--- src/logic/hpa_pkg.sv ---
// package of the headphone amplifier control port: register layout, codes, timing, carriers
// assumes a 10 MHz core clock and a bus master that keeps to standard two-wire signalling
package hpa_pkg;

  ////////////////////////////////////////////////////////////////////////////////
  // bus address and register rotation
  localparam logic [6:0] DEV_ADDR       = 7'h60;  // 1100000
  localparam logic [2:0] IDX_STATUS     = 3'h0;
  localparam logic [2:0] IDX_MODE       = 3'h1;
  localparam logic [2:0] IDX_VOLUME     = 3'h2;
  localparam logic [2:0] IDX_ZERO       = 3'h3;
  localparam logic [2:0] IDX_IDENT      = 3'h4;
  localparam logic [7:0] IDENT_DEFAULT  = 8'h5A;  // arbitrary value, no meaning

  ////////////////////////////////////////////////////////////////////////////////
  // field positions
  localparam int FS_LEFT_BIT    = 7;
  localparam int FS_RIGHT_BIT   = 6;
  localparam int FS_THERM_BIT   = 5;
  localparam int MODE_MSB       = 7;
  localparam int MODE_LSB       = 5;
  localparam int VOL_MUTE_L_BIT = 7;
  localparam int VOL_MUTE_R_BIT = 6;
  localparam int VOL_CODE_MSB   = 5;

  ////////////////////////////////////////////////////////////////////////////////
  // reset values and mode codes
  localparam logic [2:0] MODE_RESET    = 3'h0;
  localparam logic [7:0] VOLUME_RESET  = 8'h00;
  localparam logic [7:0] ZERO_VALUE    = 8'h00;
  localparam logic [2:0] MODE_RIGHT    = 3'h1;
  localparam logic [2:0] MODE_LEFT     = 3'h2;
  localparam logic [2:0] MODE_BOTH     = 3'h3;
  localparam logic [2:0] MODE_LINE_IN  = 3'h4;

  ////////////////////////////////////////////////////////////////////////////////
  // gain in half-dB steps
  localparam int GAIN_MUTE_HALF_DB = -160;
  localparam int GAIN_MIN_HALF_DB  = -120;
  localparam int GAIN_MID_HALF_DB  = -72;
  localparam int GAIN_FINE_HALF_DB = -33;
  localparam int GAIN_COARSE_END   = 9;
  localparam int GAIN_MID_END      = 22;

  ////////////////////////////////////////////////////////////////////////////////
  // timing
  localparam int CLK_HZ       = 10_000_000;
  localparam int WAKE_TIME_MS = 12;
  localparam int WAKE_CYCLES  = WAKE_TIME_MS * (CLK_HZ / 1000);
  localparam int WAKE_CNT_W   = 24;

  ////////////////////////////////////////////////////////////////////////////////
  // protocol phases, one-hot
  typedef enum logic [6:0] {
    PH_IDLE      = 7'h01,
    PH_ADDR      = 7'h02,
    PH_ADDR_ACK  = 7'h04,
    PH_WRITE     = 7'h08,
    PH_WRITE_ACK = 7'h10,
    PH_READ      = 7'h20,
    PH_READ_ACK  = 7'h40
  } hpa_phase_t;

  // fault detector levels from the analog side
  typedef struct packed {
    logic left_short;
    logic right_short;
    logic thermal;
  } hpa_fault_t;

  // one amplifier channel as seen by the analog side
  typedef struct packed {
    logic              enable;
    logic              mute;
    logic signed [8:0] gain_half_db;
  } hpa_chan_t;

  // whole state of the control port
  typedef struct packed {
    hpa_phase_t            phase;
    logic                  scl_d;
    logic                  sda_d;
    logic [3:0]            bit_cnt;
    logic [7:0]            shift;
    logic [7:0]            tx;
    logic                  first_byte;
    logic [2:0]            rd_idx;
    logic                  sda_oe;
    logic [2:0]            mode;
    logic [7:0]            volume;
    logic                  left_short_flag;
    logic                  right_short_flag;
    logic [WAKE_CNT_W-1:0] wake_cnt;
    logic                  ready;
    logic                  supply_on;
    hpa_chan_t [1:0]       chan;
  } hpa_state_t;

endpackage

--- src/logic/hpa_sync.sv ---
// two-stage synchroniser for levels that arrive from outside the core clock domain
// assumes each bit is an independent level; no multi-bit coherence is promised
module hpa_sync #(
  parameter int           W       = 1,
  parameter logic [W-1:0] RST_VAL = '0
) (
  input  wire logic         clk_in,
  input  wire logic         rst_in,
  input  wire logic [W-1:0] async_in,
  output logic      [W-1:0] sync_out
);

  logic [W-1:0] stage1;

  ////////////////////////////////////////////////////////////////////////////////
  // first stage only feeds the second, to keep metastability contained;
  // reset to each pin's idle level so no false edge follows reset
  always_ff @(posedge clk_in or posedge rst_in) begin
    if (rst_in) begin
      stage1   <= RST_VAL;
      sync_out <= RST_VAL;
    end else begin
      stage1   <= async_in;
      sync_out <= stage1;
    end
  end

endmodule

--- src/logic/hpa_i2c_ctrl.sv ---
// two-wire slave control port and register file of the stereo headphone amplifier
// assumes scl, sda, the standby pin and fault levels are asynchronous; sda is open drain

////////////////////////////////////////////////////////////////////////////////
module hpa_i2c_ctrl #(
  parameter int         WAKE_CYCLES_P = hpa_pkg::WAKE_CYCLES,
  parameter logic [7:0] IDENT_P       = hpa_pkg::IDENT_DEFAULT
) (
  input  wire logic               clk_in,
  input  wire logic               rst_in,
  input  wire logic               master_standby_n_in,
  input  wire logic               scl_in,
  input  wire logic               sda_in,
  output logic                    sda_out,
  output logic                    sda_oe_out,
  input  wire hpa_pkg::hpa_fault_t fault_in,
  output logic [2:0]              mode_out,
  output logic                    supply_on_out,
  output logic                    wake_busy_out,
  output hpa_pkg::hpa_chan_t      left_chan_out,
  output hpa_pkg::hpa_chan_t      right_chan_out,
  output hpa_pkg::hpa_fault_t     fault_flags_out
);

  import hpa_pkg::*;

  hpa_state_t s;
  hpa_state_t next_s;
  hpa_state_t reset_s;
  logic [5:0] synced;
  logic       scl;
  logic       sda;
  logic       standby_n;
  hpa_fault_t flt;
  logic       scl_rise;
  logic       scl_fall;
  logic       start_cond;
  logic       stop_cond;
  logic [7:0] status_byte;
  logic [7:0] rd_byte;

  ////////////////////////////////////////////////////////////////////////////////
  // pin synchronisation
  hpa_sync #(
    .W       (6),
    .RST_VAL (6'h30)  // bus lines idle high, standby and detectors low
  ) u_sync (
    .clk_in   (clk_in),
    .rst_in   (rst_in),
    .async_in ({scl_in, sda_in, master_standby_n_in, fault_in}),
    .sync_out (synced)
  );

  assign scl       = synced[5];
  assign sda       = synced[4];
  assign standby_n = synced[3];
  assign flt       = synced[2:0];

  // bus events from the synced copies and their one-cycle history
  assign scl_rise   = scl & ~s.scl_d;
  assign scl_fall   = ~scl & s.scl_d;
  assign start_cond = scl & s.scl_d & s.sda_d & ~sda;
  assign stop_cond  = scl & s.scl_d & ~s.sda_d & sda;

  ////////////////////////////////////////////////////////////////////////////////
  // helpers
  function automatic logic is_standby(input logic [2:0] m);
    return (m == MODE_RESET) || (m > MODE_LINE_IN);
  endfunction

  // volume code to gain in half-dB
  function automatic logic signed [8:0] gain_of(input logic [5:0] code);
    int c;
    int g;
    c = int'(code);
    if (c == 0) begin
      g = GAIN_MUTE_HALF_DB;
    end else if (c <= GAIN_COARSE_END) begin
      g = GAIN_MIN_HALF_DB + 6 * (c - 1);
    end else if (c <= GAIN_MID_END) begin
      g = GAIN_MID_HALF_DB + 3 * (c - GAIN_COARSE_END);
    end else begin
      g = GAIN_FINE_HALF_DB + (c - GAIN_MID_END);
    end
    return 9'(g);
  endfunction

  // status register view: short flags sticky, thermal follows its detector
  always_comb begin
    status_byte               = '0;
    status_byte[FS_LEFT_BIT]  = s.left_short_flag;
    status_byte[FS_RIGHT_BIT] = s.right_short_flag;
    status_byte[FS_THERM_BIT] = flt.thermal;
  end

  // read rotation source
  always_comb begin
    unique case (s.rd_idx)
      IDX_STATUS: rd_byte = status_byte;
      IDX_MODE:   rd_byte = {s.mode, 5'h00};
      IDX_VOLUME: rd_byte = s.volume;
      IDX_ZERO:   rd_byte = ZERO_VALUE;
      default:    rd_byte = IDENT_P;
    endcase
  end

  ////////////////////////////////////////////////////////////////////////////////
  // reset image: standby mode, mute volume, bus released
  always_comb begin
    reset_s            = '0;
    reset_s.phase      = PH_IDLE;
    reset_s.scl_d      = 1'b1;
    reset_s.sda_d      = 1'b1;
    reset_s.mode       = MODE_RESET;
    reset_s.volume     = VOLUME_RESET;
  end

  ////////////////////////////////////////////////////////////////////////////////
  // next-state logic: slave protocol, register writes, wake timer, channel drive
  always_comb begin
    next_s       = s;
    next_s.scl_d = scl;
    next_s.sda_d = sda;

    // short detectors set the flags; a set in the clear cycle wins below
    unique case (s.phase)
      PH_IDLE: begin
        next_s.sda_oe = 1'b0;
      end
      PH_ADDR: begin
        if (scl_rise) begin
          next_s.shift   = {s.shift[6:0], sda};
          next_s.bit_cnt = s.bit_cnt + 4'h1;
        end else if (scl_fall && s.bit_cnt == 4'h8) begin
          if (s.shift[7:1] == DEV_ADDR) begin
            next_s.phase  = PH_ADDR_ACK;
            next_s.sda_oe = 1'b1;
          end else begin
            next_s.phase = PH_IDLE;
          end
        end
      end
      PH_ADDR_ACK: begin
        if (scl_fall) begin
          next_s.bit_cnt = '0;
          if (s.shift[0]) begin
            next_s.phase  = PH_READ;
            next_s.tx     = rd_byte;
            next_s.rd_idx = IDX_MODE;
            next_s.sda_oe = ~rd_byte[7];
          end else begin
            next_s.phase            = PH_WRITE;
            next_s.first_byte       = 1'b1;
            next_s.sda_oe           = 1'b0;
            next_s.left_short_flag  = 1'b0;
            next_s.right_short_flag = 1'b0;
          end
        end
      end
      PH_WRITE: begin
        if (scl_rise) begin
          next_s.shift   = {s.shift[6:0], sda};
          next_s.bit_cnt = s.bit_cnt + 4'h1;
        end else if (scl_fall && s.bit_cnt == 4'h8) begin
          next_s.phase      = PH_WRITE_ACK;
          next_s.sda_oe     = 1'b1;
          next_s.first_byte = 1'b0;
          if (s.first_byte) begin
            next_s.mode = s.shift[MODE_MSB:MODE_LSB];
            if (is_standby(s.shift[MODE_MSB:MODE_LSB])) begin
              next_s.wake_cnt = '0;
              next_s.ready    = 1'b0;
            end else if (is_standby(s.mode)) begin
              next_s.wake_cnt = WAKE_CNT_W'(WAKE_CYCLES_P);
              next_s.ready    = 1'b0;
            end
          end else begin
            next_s.volume = s.shift;
          end
        end
      end
      PH_WRITE_ACK: begin
        if (scl_fall) begin
          next_s.phase   = PH_WRITE;
          next_s.sda_oe  = 1'b0;
          next_s.bit_cnt = '0;
        end
      end
      PH_READ: begin
        if (scl_fall) begin
          if (s.bit_cnt == 4'h7) begin
            next_s.phase  = PH_READ_ACK;
            next_s.sda_oe = 1'b0;
          end else begin
            next_s.tx      = {s.tx[6:0], 1'b0};
            next_s.sda_oe  = ~s.tx[6];
            next_s.bit_cnt = s.bit_cnt + 4'h1;
          end
        end
      end
      PH_READ_ACK: begin
        if (scl_rise && sda) begin
          next_s.phase = PH_IDLE;  // master ended the read with a nack
        end else if (scl_fall) begin
          next_s.phase   = PH_READ;
          next_s.tx      = rd_byte;
          next_s.sda_oe  = ~rd_byte[7];
          next_s.bit_cnt = '0;
          next_s.rd_idx  = (s.rd_idx == IDX_IDENT) ? IDX_STATUS : s.rd_idx + 3'h1;
        end
      end
    endcase

    // start and stop override any phase, including a repeated start
    if (start_cond) begin
      next_s.phase   = PH_ADDR;
      next_s.rd_idx  = IDX_STATUS;  // every read restarts at status
      next_s.bit_cnt = '0;
      next_s.sda_oe  = 1'b0;
    end else if (stop_cond) begin
      next_s.phase  = PH_IDLE;
      next_s.sda_oe = 1'b0;
    end

    // detector sets win over the write-transfer clear
    if (flt.left_short) begin
      next_s.left_short_flag = 1'b1;
    end
    if (flt.right_short) begin
      next_s.right_short_flag = 1'b1;
    end

    // de-pop timer: channel enables stay off until it runs out
    if (s.wake_cnt != '0) begin
      next_s.wake_cnt = s.wake_cnt - WAKE_CNT_W'(1);
      if (s.wake_cnt == WAKE_CNT_W'(1)) begin
        next_s.ready = 1'b1;
      end
    end

    // supply and channel drive from the next mode and volume
    next_s.supply_on = ~is_standby(next_s.mode) & ~flt.thermal;
    for (int i = 0; i < 2; i++) begin
      logic sel;
      logic mute_bit;
      sel      = (i == 0) ? (next_s.mode == MODE_LEFT || next_s.mode == MODE_BOTH)
                          : (next_s.mode == MODE_RIGHT || next_s.mode == MODE_BOTH);
      mute_bit = (i == 0) ? next_s.volume[VOL_MUTE_L_BIT] : next_s.volume[VOL_MUTE_R_BIT];
      next_s.chan[i].enable = sel & next_s.ready & ~flt.thermal
                            & ~((i == 0) ? next_s.left_short_flag : next_s.right_short_flag);
      next_s.chan[i].mute   = mute_bit | (next_s.volume[VOL_CODE_MSB:0] == 6'h00);
      next_s.chan[i].gain_half_db = next_s.chan[i].mute ? 9'(GAIN_MUTE_HALF_DB)
                                                        : gain_of(next_s.volume[VOL_CODE_MSB:0]);
    end

    // standby pin low returns everything to its initial state
    if (!standby_n) begin
      next_s       = reset_s;
      next_s.scl_d = scl;
      next_s.sda_d = sda;
    end
  end

  ////////////////////////////////////////////////////////////////////////////////
  // state register
  always_ff @(posedge clk_in or posedge rst_in) begin
    if (rst_in) begin
      s <= '{phase: PH_IDLE, scl_d: 1'b1, sda_d: 1'b1, mode: MODE_RESET, volume: VOLUME_RESET, default: '0};
    end else begin
      s <= next_s;
    end
  end

  ////////////////////////////////////////////////////////////////////////////////
  // outputs from the state register, except the thermal flag, which is the synced detector; the slave only ever pulls sda low
  assign sda_out                     = 1'b0;
  assign sda_oe_out                  = s.sda_oe;
  assign mode_out                    = s.mode;
  assign supply_on_out               = s.supply_on;
  assign wake_busy_out               = (s.wake_cnt != '0);
  assign left_chan_out               = s.chan[0];
  assign right_chan_out              = s.chan[1];
  assign fault_flags_out.left_short  = s.left_short_flag;
  assign fault_flags_out.right_short = s.right_short_flag;
  assign fault_flags_out.thermal     = flt.thermal;

endmodule

--- config.mk ---
export PLATFORM = sky130hd
export DESIGN_NAME = hpa_i2c_ctrl
export DESIGN_NICKNAME = d
export VERILOG_FILES = /design/src/logic/hpa_pkg.sv /design/src/logic/hpa_sync.sv /design/src/logic/hpa_i2c_ctrl.sv
export SDC_FILE = /design/constraint.sdc
export NUM_CORES = 1
export LEC_CHECK = 0
export ABC_AREA = 1
export BUFFER_PORTS_ARGS = -buffer_cell sky130_fd_sc_hd__buf_2
export CAP_MARGIN = 20
export CORE_UTILIZATION = 50
export DETAILED_ROUTE_END_ITERATION = 8
export GPL_TIMING_DRIVEN = 0
export PLACE_DENSITY = 0.68
export SYNTH_ARGS = -nofsm -noshare
export SYNTH_HDL_FRONTEND = slang
export SYNTH_SLANG_ARGS = --single-unit
--- constraint.sdc ---
create_clock -name clk_in -period 5.3 [get_ports clk_in]
set_input_delay 0.265 -clock clk_in [delete_from_list [all_inputs] [get_ports clk_in]]
set_output_delay 0.265 -clock clk_in [all_outputs]
set_load 0.05 [all_outputs]
==> Word-level counts from Yosys, hierarchy flattened <==
Cells that the tools add are included.
Widths: inputs -> output; s select.
{ "op_classes": {"add_sub_neg": 9, "mul": 2, "n_lt_le_gt_ge": 5, "eq_ne": 58, "muxes": 75, "n_bitwise": 26, "reduce_logical": 24} }
{ "op_table": {"columns": ["cell", "n"], "rows": [
  ["$mux 25", 7],
  ["$mux 95", 1],
  ["$mux 7", 12],
  ["$mux 8", 7],
  ["$ne 5x5->1 const B", 11],
  ["$mux 9", 5],
  ["$ne 3x3->1 const B", 14],
  ["$pmux 7 s6", 1],
  ["$ne 4x4->1 const B", 10],
  ["$mux 12", 3],
  ["$pmux 8 s4", 1],
  ["$mux 4", 7],
  ["$eq 24x1->1 const B", 1],
  ["$pmux 8 s3", 1],
  ["$reduce_bool 24->1", 1],
  ["$sub 24x1->24 const B", 1],
  ["$reduce_and 10->1", 2],
  ["$reduce_and 5->1", 4],
  ["$add 8x9->9 const A", 2],
  ["$pmux 4 s4", 1],
  ["$mux 1", 15],
  ["$mux 3", 5],
  ["$and 1x1->1", 14],
  ["$eq 7x7->1 const B", 2],
  ["other kinds (41)", 71]
]} }
{ "totals": {"reg_bits": 106, "in_bits": 8, "out_inout_bits": 32, "elab_cells": 223} }

==> Logic depth before layout (Yosys ltp) <==
{ "depth": {"word_depth": 14, "depth_mapped": 30, "depth_no_buf": 30} }

==> Cells and area by module <==
From an unflattened synthesis, not the netlist that was laid out.
{ "unflattened": {"hier_cells": 823, "hier_area_um2": 6691.4} }
{ "by_module_without_submodules": {"columns": ["mod", "n_inst", "cells_each", "area_each_um2", "seq_area_each_um2"], "rows": [
  ["hpa_i2c_ctrl", 1, 810, 6382.4, 2356.0],
  ["hpa_sync", 1, 13, 309.0, 305.3]
]} }

==> Least setup slack after synthesis <==
Ideal clock, no wire load.
{ "synth_path": {"path_type": "register -> register", "from": "register s[82] (netlist name)", "to": "register s, in the netlist left_chan_out[8]", "setup_ps": 119, "arrival_ps": 3788, "required_time_ps": 5181, "setup_slack_ps": 1393, "path_stages_with_launch": 25, "path_buffers": 1, "period_less_slack_ps": 3907, "cell_sequence": "dfrtp_1 -> inv_1 -> ha_1 -> nand3_2 -> nor2_8 -> nand3_4 -> buf_6 -> o21ai_4 -> inv_4 -> ha_1 -> or2_2 -> nand2_1 -> ha_1 -> ha_1 -> fa_1 -> xor2_1 -> inv_1 -> nor2_1 -> nand2_1 -> nand2_1 -> nor2_1 -> o21ai_0 -> nand3_1 -> nand2_1 -> nand2_1"} }
{ "synth_lines": {"columns": ["item", "line", "text"], "rows": [
  ["from (decl)", "hpa_i2c_ctrl.sv:27", "hpa_state_t s;"],
  ["from (signal assigned)", "hpa_i2c_ctrl.sv:270", "s <= next_s;"]
]} }

==> run summary <==
P per Cell Area = 239 mW/mm^2
DRT met1 WL = 6.90 mm
Leading area contributor after synthesis = dfrtp_1
Number of max-cap violations = 0
Met3 wire length = 629 um
Pin count of the biggest net entering global routing = 68
CTS tree = yes
H-tree depth = 3
HP Class = input pin to register
Initial antenna violation count = 0
Post-place setup slack = 805 ps
Area Overhead vs Synth = 11.1%
Syn avg cell area = 7.91 um^2
Post-route ant nets = 0
Final WS setup = 752 ps
First-pass detailed-route iteration total = 5
Peak supply drop = 0.000138 V
FP Rows = 42
Reg2reg path depth = 24
GP Congestion = 0.863
Fmax = 0.220 GHz
Worst Path Arrival = 4780 ps
Initial Utilization = 0.510
#FFs+latches synth = 106
Top Ports = 40
Final Slew Violations = 0
Inserted Clock Buffers = 9
Core Region = 0.0132 mm^2
Post-route DRC = 0
Relative slew margins = 0.570
Cell variety after synth = 54
Post-route insts no fill = 1,085
Vias in the first global route = 5,223
Clock buffer depth = 2
Least-Margin Pin Slew = 639 ps
Area share of the largest cell type after synthesis = 0.368
Final Cell Area = 0.00748 mm^2
Port-buffer cells = 38
Seq/Total Area, Yosys = 0.395
Syn Inst Count = 851
Clock Skew = 9.59 ps
Clock Pin Slew Worst Setup and Hold Paths = 70 ps
Share of cells above drive strength 1 = 0.158
Vert. Die Dim = 118 um
CTS Sinks = 106
Pleak = 3.91 nW
Min cycle time layout = 4550 ps
Die area = 0.0139 mm^2
Design Power = 1.79 mW
CP required = 5540 ps
Wire length of the first global-routing pass = 24.7 mm
DR vias = 5,536
DP Cell Count = 1,066
Final period utilization = 0.858
Initial DRC count = 431
Area after DPL = 0.00717 mm^2
Post-layout util = 0.567
Antenna diode count = 0
Clock root buffer = clkbuf_16
GR Overflow Total = 0
WHS = 20.3 ps
Crit path max fanout = 10
Gr usage total = 0.219
Fin. Hold Viols = 0
Sum Neg Setup Slack = 0 ps
Final WL = 14.2 mm
Die Wd = 118 um
Top Layer Used = met4
Critical Path End Type = register
Routed length on met2 = 6.46 mm
Multi-input logic area = 0.00330 mm^2
Via/cell ratio = 5.10
Post-synthesis cell area = 0.00673 mm^2
RSZ-0062 raised after global routing = no
Hold Crit Depth = 1
Later-pin clock latency in the skew report = 350 ps
FF/Latch Area = 0.00266 mm^2
Filler cell count = 1,256
WS Path Type = register to register
Synth warn = 0
Nets = 955
Result of the run = finished clean
Crit start category = register
Synth top area cells = dfrtp_1, nand2_1, ha_1
Post-DP HPWL = 10.7 mm
Setup violators final = 0
Synth Net Count = 902
Drt wl/cell = 13.1 um
critical path, cell delays in order, from the launching register on:
cell and delay, ps:
dfrtp_1 400, inv_1 100, ha_1 210, nand3_2 140, nor2_8 180, nand3_4 100
buf_6 160, o21ai_4 230, inv_4 110, ha_1 200, or2_2 290, nand2_1 160
ha_1 260, ha_1 240, fa_1 440, xor2_1 200, inv_1 70, nor2_1 150
nand2_1 70, nand2_1 80, nor2_1 40, o21ai_0 240, nand3_1 160, nand2_1 100
nand2_1 60
sequential cells by signal (all words and copies together) (netlist names):
signal           flops
fault_flags_out      2
left_chan_out       11
mode_out             3
right_chan_out      11
s                   65
sda_oe_out           1
supply_on_out        1
u_sync.stage1        6
u_sync.sync_out      6
cells in the mapped netlist, drive strengths merged:
cell and instances:
a211oi 3, a21o 1, a21oi 46, a221oi 3
a22oi 1, a31oi 1, a32o 1, buf 35
clkbuf 3, clkinv 1, conb 1, dfrtp 99
dfstp 7, fa 5, ha 38, inv 127
nand2 169, nand2b 1, nand3 51, nand4 10
nor2 113, nor3 17, nor4 10, o211ai 11
o21a 2, o21ai 45, o21bai 3, o22ai 6
o2bb2ai 1, o31ai 2, o41ai 2, or2 8
xnor2 7, xor2 21
cell families (layout without fill, tap and decap cells):
| family | after synthesis | in the layout | synth area share |
|---|---|---|---|
| buffers and inverters | 166 | 224 | 0.114 |
| other | 1 | 1 | 0.000557 |
| flip-flops | 106 | 106 | 0.395 |
| AND/OR/NAND/NOR | 379 | 379 | 0.256 |
| adder cells (fa/ha/maj) | 43 | 43 | 0.0855 |
| AO/OA/AOI/OAI | 128 | 128 | 0.112 |
| XOR/XNOR | 28 | 28 | 0.0364 |
layer usage:
metal  track usage  up-vias
met1         0.302     2560
met3        0.0417       19
met2         0.347      127
met4        0.0689        0
met5             0        -
li1              -     2830
area by class of cell:
type | instances | area share
inverter | 128 | 0.0653
clock inverter | 6 | 0.00653
sequential | 106 | 0.356
clock buffer | 10 | 0.0306
buffer | 38 | 0.0373
timing repair buffer | 42 | 0.0331
multi-input combinational | 579 | 0.442
tap | 176 | 0.0294
what timing repair did:
action,4_1_cts,5_1_grt
setup buffers,0,0
resized for setup,0,0
hold buffers,3,0
setup endpoints to repair,0,0
hold endpoints to repair,41,0
power breakdown:
part	total [mW]	leakage (nW)	internal, mW	switching [mW]
Combinational	0.269	2.38	0.0824	0.186
Clock	0.632	0.126	0.324	0.308
Sequential	0.888	1.40	0.859	0.0296
Total	1.79	3.91	1.27	0.524
cells in the final DEF (no fill, tap or decap), types with 7 or more instances in the layout:
master,n
o21ai_0,36
xnor2_1,7
clkbuf_16,9
dfrtp_1,99
inv_2,9
nand2_1,159
or2_2,7
buf_2,39
a21oi_1,46
nand2_2,8
xor2_1,21
nand4_1,10
ha_1,38
nor3_1,13
o21ai_1,7
o211ai_1,11
dfstp_2,7
nor4_1,7
nor2_1,108
buf_4,30
inv_1,115
nand3_1,46
final timing paths:
check / start / endpoint / slack (ps)
hold / removal: master_standby_n_in / u_sync.stage1[3] / 20
setup / recovery: s[82] / right_chan_out[8] / 750
setup reg to reg: s[82] / right_chan_out[8] / 750
max in group asynchronous: rst_in / s[88] / 4030
min in group asynchronous: rst_in / s[45] / 510
hold reg to reg: u_sync.stage1[1] / u_sync.sync_out[1] / 350
No activity file was read; power rests on OpenSTA's default activity.
